## src/logic/charger_fault_event_flags_defines.vh

```
`ifndef CHARGER_FAULT_EVENT_FLAGS_DEFINES_VH
`define CHARGER_FAULT_EVENT_FLAGS_DEFINES_VH

// ************************************************************
// register offsets
// ************************************************************
`define EVF_FLAGS1_ADDR 8'h18
`define EVF_FLAGS2_ADDR 8'h19
`define EVF_FLAGS3_ADDR 8'h1a
`define EVF_FLAGS4_ADDR 8'h1b
`define EVF_FLAGS5_ADDR 8'h1c
`define EVF_GATE1_ADDR  8'h1d
`define EVF_GATE2_ADDR  8'h1e

// ************************************************************
// reset values
// ************************************************************
`define EVF_FLAGS_RESET 8'h00
`define EVF_GATE_RESET  8'h00

// ************************************************************
// field layouts
// ************************************************************
// event_flags_2: bits 7,6,5,3,2 implemented, 4 and 1:0 read zero
`define EVF_FLAGS2_IMPL 8'hec
// interrupt_gate_2: gating bits, cleared by register-reset command
`define EVF_GATE2_GATING 8'hec
// interrupt_gate_2: reserved storage bits 1:0, writable, no effect
`define EVF_GATE2_SPARE 8'h03
// interrupt_gate_2 bit 4 is read-only zero
`define EVF_GATE2_WRITABLE 8'hef

// event_flags_3 layout
`define EVF_SWITCH_PAIR1_BIT 1
`define EVF_SWITCH_PAIR2_BIT 0
// event_flags_4 layout
`define EVF_CONV_DONE_BIT 7
// event_flags_5: low four bits flag on either edge of their status
`define EVF_F5_LEVEL_BITS 4

// measurement channels tracked for single-shot completion
`define EVF_CHANNELS 10

`endif

```

## src/logic/charger_fault_event_flags.v

```verilog
`timescale 1ns/1ps
`include "charger_fault_event_flags_defines.vh"

module charger_fault_event_flags
(
   // clock and reset
   input  wire        mclk,
   input  wire        rst_n,
   // register port
   input  wire [7:0]  regAddr,
   input  wire        regRead,
   input  wire        regWrite,
   input  wire [7:0]  regWrData,
   output reg  [7:0]  regRdData,
   input  wire        regResetCmd,
   // flags 1 detector pulses, bit order as register
   input  wire [7:0]  protectEvt,
   // flags 2 detector pulses, reserved bits ignored
   input  wire [7:0]  inputEvt,
   // flags 3 source events (bits 7..2) and switch-pair placement levels
   input  wire [5:0]  sourceEvt,
   input  wire [1:0]  switchPairPlaced,
   // conversion tracking
   input  wire        oneShotMode,
   input  wire        convStart,
   input  wire [9:0]  chanDone,
   input  wire [9:0]  chanEnabled,
   // flags 4 remaining pulses, bits 6..0
   input  wire [6:0]  thermalEvt,
   // flags 5 pulses (bits 7..4) and status levels (bits 3..0)
   input  wire [3:0]  converterEvt,
   input  wire [3:0]  converterStatus,
   // gates for flags 3..5 held elsewhere
   input  wire [7:0]  gate3,
   input  wire [7:0]  gate4,
   input  wire [7:0]  gate5,
   // interrupt request pin
   output reg         irq_out_n
);

   // ************************************************************
   // address decode
   // ************************************************************
   function hit;
      input [7:0] addr;
      input [7:0] offset;
      begin
         hit = (addr == offset);
      end
   endfunction

   // read view of the seven registers; reserved bits read zero, except gate 2 spare bits 1:0, which read back as stored
   function [7:0] readMux;
      input [7:0]  addr;
      input [39:0] flagBits;
      input [7:0]  g1;
      input [7:0]  g2;
      begin
         case (addr)
            `EVF_FLAGS1_ADDR: readMux = flagBits[7:0];
            `EVF_FLAGS2_ADDR: readMux = flagBits[15:8] & `EVF_FLAGS2_IMPL;
            `EVF_FLAGS3_ADDR: readMux = flagBits[23:16];
            `EVF_FLAGS4_ADDR: readMux = flagBits[31:24];
            `EVF_FLAGS5_ADDR: readMux = flagBits[39:32];
            `EVF_GATE1_ADDR:  readMux = g1;
            `EVF_GATE2_ADDR:  readMux = g2 & `EVF_GATE2_WRITABLE;
            default:          readMux = 8'h00;
         endcase
      end
   endfunction

   // ************************************************************
   // storage
   // ************************************************************
   // five flag registers packed, register 1 in the low byte
   reg  [39:0] flags;
   reg  [7:0]  gate1;
   reg  [7:0]  gate2;
   reg  [9:0]  chanSeen;
   reg  [1:0]  trackState;
   reg  [1:0]  next_trackState;

   wire [39:0] setVec;
   wire [39:0] next_flags;
   wire [5:0]  levelNow;
   wire [5:0]  levelChange;
   wire [9:0]  seenNow;
   wire        allSeen;
   wire        convBusy;
   wire        convComplete;
   wire [1:0]  pairChange;
   wire [3:0]  statusChange;
   wire [39:0] gateVec;
   wire [4:0]  pendByte;
   wire        pending;

   genvar i;

   // ************************************************************
   // change detection
   // ************************************************************
   // previous levels start at zero, so a level already high at
   // reset release registers as a change once
   assign levelNow = {switchPairPlaced, converterStatus};

   // one detector per level bit, each with its own reference flop
   generate
      for (i = 0; i < 6; i = i + 1)
      begin : levelTrack
         reg prevLevel;
         always @(posedge mclk or negedge rst_n)
         begin
            if (!rst_n)
               prevLevel <= 1'b0;
            else
               prevLevel <= levelNow[i];
         end
         assign levelChange[i] = levelNow[i] ^ prevLevel;
      end
   endgenerate

   assign pairChange   = levelChange[5:4];
   assign statusChange = levelChange[3:0];

   // ************************************************************
   // single-shot completion
   // ************************************************************
   // tracker states, one-hot
   localparam [1:0] TRK_IDLE  = 2'b01;
   localparam [1:0] TRK_ARMED = 2'b10;

   assign seenNow  = chanSeen | chanDone;
   // a disabled channel counts as already seen
   assign allSeen  = ((seenNow & chanEnabled) == chanEnabled);
   assign convBusy = (trackState == TRK_ARMED);

   // a start pulse rearms the tracker; done pulses from channels
   // that are disabled are harmless because they are masked here
   assign convComplete = oneShotMode & convBusy & ~convStart & allSeen;

   // a start while armed restarts the collection; only a
   // single-shot completion returns the tracker to idle
   always @*
   begin
      next_trackState = trackState;
      case (trackState)
         TRK_IDLE:
         begin
            if (convStart)
               next_trackState = TRK_ARMED;
         end
         TRK_ARMED:
         begin
            if (convComplete)
               next_trackState = TRK_IDLE;
         end
         default:
            next_trackState = TRK_IDLE;
      endcase
   end

   // done pulses outside a conversion leave no trace
   always @(posedge mclk or negedge rst_n)
   begin
      if (!rst_n)
      begin
         trackState <= TRK_IDLE;
         chanSeen   <= 10'h000;
      end
      else
      begin
         trackState <= next_trackState;
         if (convStart || convComplete)
            chanSeen <= 10'h000;
         else if (convBusy)
            chanSeen <= seenNow;
      end
   end

   // ************************************************************
   // event set vector, register 1 in the low byte
   // ************************************************************
   assign setVec[7:0]   = protectEvt;
   assign setVec[15:8]  = inputEvt & `EVF_FLAGS2_IMPL;
   assign setVec[23:18] = sourceEvt;
   // pair 1 lands in bit 1 and pair 2 in bit 0, as the levels arrive
   assign setVec[16 + `EVF_SWITCH_PAIR1_BIT] = pairChange[1];
   assign setVec[16 + `EVF_SWITCH_PAIR2_BIT] = pairChange[0];
   assign setVec[31:24] = {convComplete, thermalEvt};
   assign setVec[39:32] = {converterEvt, statusChange};

   // ************************************************************
   // flag registers
   // ************************************************************
   // one clear strobe per register address
   generate
      for (i = 0; i < 5; i = i + 1)
      begin : flagByte
         localparam [31:0] SLOT   = `EVF_FLAGS1_ADDR + i;
         localparam [7:0]  OFFSET = SLOT[7:0];
         wire rdClr;
         assign rdClr = regRead & hit(regAddr, OFFSET);
         // set is or-ed after the clear so a coincident event survives
         assign next_flags[8*i+7:8*i] =
            (flags[8*i+7:8*i] & ~{8{rdClr}}) | setVec[8*i+7:8*i];
      end
   endgenerate

   // only power-on reset and reads clear flags; the command does not
   always @(posedge mclk or negedge rst_n)
   begin
      if (!rst_n)
         flags <= {5{`EVF_FLAGS_RESET}};
      else
         flags <= next_flags;
   end

   // ************************************************************
   // gate registers
   // ************************************************************
   always @(posedge mclk or negedge rst_n)
   begin
      if (!rst_n)
      begin
         gate1 <= `EVF_GATE_RESET;
         gate2 <= `EVF_GATE_RESET;
      end
      else
      begin
         if (regResetCmd)
            gate1 <= `EVF_GATE_RESET;
         else if (regWrite && hit(regAddr, `EVF_GATE1_ADDR))
            gate1 <= regWrData;

         // spare bits hold across the reset command
         if (regResetCmd)
            gate2 <= gate2 & `EVF_GATE2_SPARE;
         else if (regWrite && hit(regAddr, `EVF_GATE2_ADDR))
            gate2 <= regWrData & `EVF_GATE2_WRITABLE;
      end
   end

   // ************************************************************
   // read data
   // ************************************************************
   // captured at the read edge, the same edge that clears flags,
   // so the host sees the pre-clear value
   always @(posedge mclk or negedge rst_n)
   begin
      if (!rst_n)
         regRdData <= 8'h00;
      else if (regRead)
         regRdData <= readMux(regAddr, flags, gate1, gate2);
   end

   // ************************************************************
   // interrupt output
   // ************************************************************
   // a set gate bit keeps the flag but hides it from the pin
   assign gateVec = {gate5, gate4, gate3,
                     gate2 & `EVF_GATE2_GATING, gate1};

   // one request term per register keeps the or-tree shallow
   generate
      for (i = 0; i < 5; i = i + 1)
      begin : irqTerm
         assign pendByte[i] = |(flags[8*i+7:8*i] & ~gateVec[8*i+7:8*i]);
      end
   endgenerate

   assign pending = |pendByte;

   // registered so the pin cannot glitch while flags and gates
   // change in the same cycle
   always @(posedge mclk or negedge rst_n)
   begin
      if (!rst_n)
         irq_out_n <= 1'b1;
      else
         irq_out_n <= ~pending;
   end

endmodule

```

## config.mk

```make
export PLATFORM = sky130hd
export DESIGN_NAME = charger_fault_event_flags
export DESIGN_NICKNAME = d
export VERILOG_FILES = /design/src/logic/charger_fault_event_flags.v
export VERILOG_INCLUDE_DIRS = /design/src /design/src/logic
export SDC_FILE = /design/constraint.sdc
export NUM_CORES = 1
export LEC_CHECK = 0
export BUFFER_PORTS_ARGS = -buffer_cell sky130_fd_sc_hd__buf_2
export CAP_MARGIN = 30
export CELL_PAD_IN_SITES_DETAIL_PLACEMENT = 0
export CELL_PAD_IN_SITES_GLOBAL_PLACEMENT = 2
export CORE_UTILIZATION = 34
export DETAILED_ROUTE_END_ITERATION = 6
export GPL_TIMING_DRIVEN = 0
export PLACE_DENSITY = 0.85
export REMOVE_ABC_BUFFERS = 1
export SYNTH_ARGS = -nofsm -noshare
export SYNTH_HDL_FRONTEND = slang
export SYNTH_SLANG_ARGS = --single-unit
```

## constraint.sdc

```tcl
create_clock -name mclk -period 3.8 [get_ports mclk]
set_input_delay 0.19 -clock mclk [delete_from_list [all_inputs] [get_ports mclk]]
set_output_delay 0.19 -clock mclk [all_outputs]
set_load 0.02 [all_outputs]
```

==> run_results.csv <==
group,metric,value,unit
worst_setup_path,crit_family,"compound AO/OA/AOI/OAI gates",
final_layout,nets,590,
worst_setup_path,cp-start-kind,"register",
route,vias,3164,
clock_network,clockBufferDepth,2,
yosys,yosys.area.top_type_share,53.2,%
route,drc_errors,0,
clock_network,cts_made_buffers,9,
timing,finClkSkew,13.2,ps
route,drt-pass1-iter-count,4,
outcome,status,"finished clean",
timing,slew_headroom,35.3,%
floorplanning,boundaryPins,115,
worst_setup_path,slowest_stage,"a211oi_2",
worst_setup_path,cp.arrival,2340,ps
timing,slew_violations,0,
clock_network,cts_setup_buffers,0,
worst_setup_path,worstPathRequired,4020,ps
route,routed_wl,10.6,mm
yosys,ys_async_sr_fraction,100,%
final_layout,n_antenna_cell,0,
timing,rsz0062_at_grt,"false",
yosys,yosys.area_share.simple,11.8,%
floorplanning,rows,38,
place,placedInstanceArea,4460,sq um
yosys,synth_compound_area_share,19.7,%
place,port_buffers,111,
worst_setup_path,crit_chain,"nand2b_4 -> a2111oi_2 -> nand4_1 -> a211oi_2 -> o21ai_0",
route,vias_per_cell,5.04,
worst_setup_path,cp_max_fo,13,
route,wl_per_cell,16.8,um
worst_setup_path,critPathKind,"register to register",
timing,post-route-min-period,2120,ps
yosys,synth.area.mux_share,6.31,%
floorplanning,die_w,107,um
timing,report.final.setup_viol,0,
global_routing,antenna_found_initial,0,
yosys,syn-instance-count,363,
worst_setup_path,cp.depth,5,
yosys,synth_fa_ha_area_share,0,%
timing,hold_viol,0,
worst_setup_path,worst-r2r-setup-slack,1680,ps
global_routing,track_usage,19.8,%
floorplanning,dieHeight,107,um
yosys,yosysMostFrequentCell,"dfrtp_1",
floorplanning,coreArea,10800,sq um
clock_network,clock_latency,360,ps
yosys,synthTopCellsByArea,"dfrtp_1, a21o_1, mux2i_1, inv_1, o22ai_1",
yosys,synth_flop_cell,"dfrtp_1",
timing,worstMarginPinSlew,967,ps
min_path,whs_path_depth,2,
timing,fin_setup_tns,0,ps
worst_setup_path,rr_worst_depth,5,
min_path,hp-class,"input pin to register",
clock_network,clk_pin_slew,90,ps
power,ir_drop,0.166,mV
timing,max_freq,471,MHz
clock_network,cts.sinks,82,
yosys,syn_area_per_cell,10.4,sq um
worst_setup_path,crit_buf_inv,0,
global_routing,grt_pass1_wl,17.0,mm
place,post-dp-hpwl,8.17,mm
place,gp_congestion,0.796,
worst_setup_path,cpPeakStageDelay,800,ps
clock_network,cts_tree,"built",
global_routing,grt_pass1_vias,3252,
final_layout,final_area,4770,sq um
yosys,synth_warnings,0,
route,drt_iter0_markers,141,
yosys,synth_top_family_by_area,"compound AO/OA/AOI/OAI gates",
yosys,yosysUniqueCellTypes,42,
yosys,ys_seq_area_share,54.6,%
yosys,netlist_top_cells_count,"dfrtp_1, inv_1, nor2_1, a21o_1",
final_layout,drive_gt1_share,28.9,%
timing,post-route-period-util,55.8,%
timing,whs,13.0,ps
yosys,synth_edf_count,0,
final_layout,area_delta_synth_final,26.6,%
yosys,yosys_register_bits,82,
global_routing,grt_max_degree,49,
floorplanning,start_util,34.9,%
clock_network,ctsRootBufferMaster,"clkbuf_8",
power,power.density,375,nW/um^2
worst_setup_path,critPathCaptureType,"register",
clock_network,htreeDepth,3,
yosys,netlist_area,3770,sq um
flow_run,maxCapViolCount,0,
route,drtAntennaViolNets,0,
power,cellLeakagePower,2.25,nW
global_routing,grt_overflow,0,
yosys,synth_top_area_cell,"dfrtp_1",
yosys,synthXorXnorAreaFrac,1.40,%
floorplanning,dieArea,11500,sq um
[stage by stage]
step,power (mW),setup slack [ps],std cells,utilization (%)
6_report,1.79,1680,628,44.2
5_1_grt,1.87,1470,628,44.2
4_1_cts,1.81,1640,628,44.2
3_5_place_dp,1.18,1640,601,41.4
3_3_place_gp,1.17,1040,600,41.0
2_1_floorplan,1.06,1790,349,-
[cell usage in the layout, fill, tap and decap left out, types with 2 or more instances in the layout]
| cell type | netlist | routed |
|---|---|---|
| nor3_1 | 12 | 12 |
| dlygate4sd3_1 | 0 | 12 |
| nand4_1 | 2 | 2 |
| o22ai_1 | 19 | 19 |
| nand3b_1 | 3 | 3 |
| nor2b_1 | 4 | 4 |
| o21ai_0 | 6 | 6 |
| buf_2 | 3 | 110 |
| nor2_1 | 31 | 31 |
| mux2i_1 | 17 | 17 |
| nor4_1 | 2 | 2 |
| xnor2_1 | 6 | 6 |
| dfstp_2 | 2 | 2 |
| and2_1 | 4 | 4 |
| a22oi_1 | 11 | 11 |
| clkbuf_8 | 0 | 9 |
| a21oi_1 | 14 | 14 |
| clkinv_2 | 0 | 2 |
| nand2_1 | 19 | 19 |
| a21o_1 | 30 | 30 |
| nand3_1 | 5 | 5 |
| inv_1 | 45 | 45 |
| a221oi_1 | 13 | 13 |
| dfrtp_1 | 80 | 80 |
| a211oi_1 | 4 | 4 |
| mux2_2 | 4 | 4 |
[registers in the layout (all words and copies together) (netlist names)]
signal / flops
levelTrack.prevLevel: 6
regRdData: 8
trackState: 2
flags: 40
gate1: 8
irq_out_n: 1
gate2: 7
chanSeen: 10
[timing repair]
item,4_1_cts,5_1_grt
resized for setup,0,0
hold buffers,12,0
endpoints found under the hold margin,44,0
[final timing paths]
kind                                  to                    start
max                        trackState[1]            trackState[0]
min                            flags[11]              inputEvt[3]
max reg2reg                trackState[1]            trackState[0]
min reg2reg                    flags[33]  levelTrack[1].prevLevel
max in group asynchronous  trackState[0]                    rst_n
min in group asynchronous   regRdData[5]                    rst_n
[worst register-to-register path: stages (launching register included)]
cell	delay (ps)
dfstp_2	380
nand2b_4	140
a2111oi_2	330
nand4_1	170
a211oi_2	800
o21ai_0	160
[area by class of cell]
type | count | area, sq um
Clock inverter | 5 | 56.3
Tap cell | 140 | 175
Sequential cell | 82 | 2050
Clock buffer | 10 | 128
Inverter | 45 | 169
Timing Repair Buffer | 124 | 706
Multi-Input combinational cell | 222 | 1480
Fill cell | 1088 | 6020
[layer usage]
| layer | up-vias | wire length, um | global-route usage (%) |
|---|---|---|---|
| met5 | - | 0 | 0 |
| met4 | 0 | 89 | 6.07 |
| met3 | 13 | 827 | 5.11 |
| met2 | 131 | 4820 | 32.0 |
| met1 | 1504 | 4830 | 26.0 |
| li1 | 1516 | - | - |
[cells by family after synthesis]
family,Yosys count
muxes,22
DFF,82
buffers and inverters,59
AOI/OAI and AO/OA,104
xor gates and xnor gates,6
and+or+nand+nor,90
[power by group]
group	switching, mW	internal [mW]	leakage [nW]	total (mW)
Combinational	0.119	0.115	1.23	0.235
Sequential	0.0254	0.912	0.933	0.937
Clock	0.315	0.299	0.0921	0.614
No activity file was read; power rests on OpenSTA's default activity.
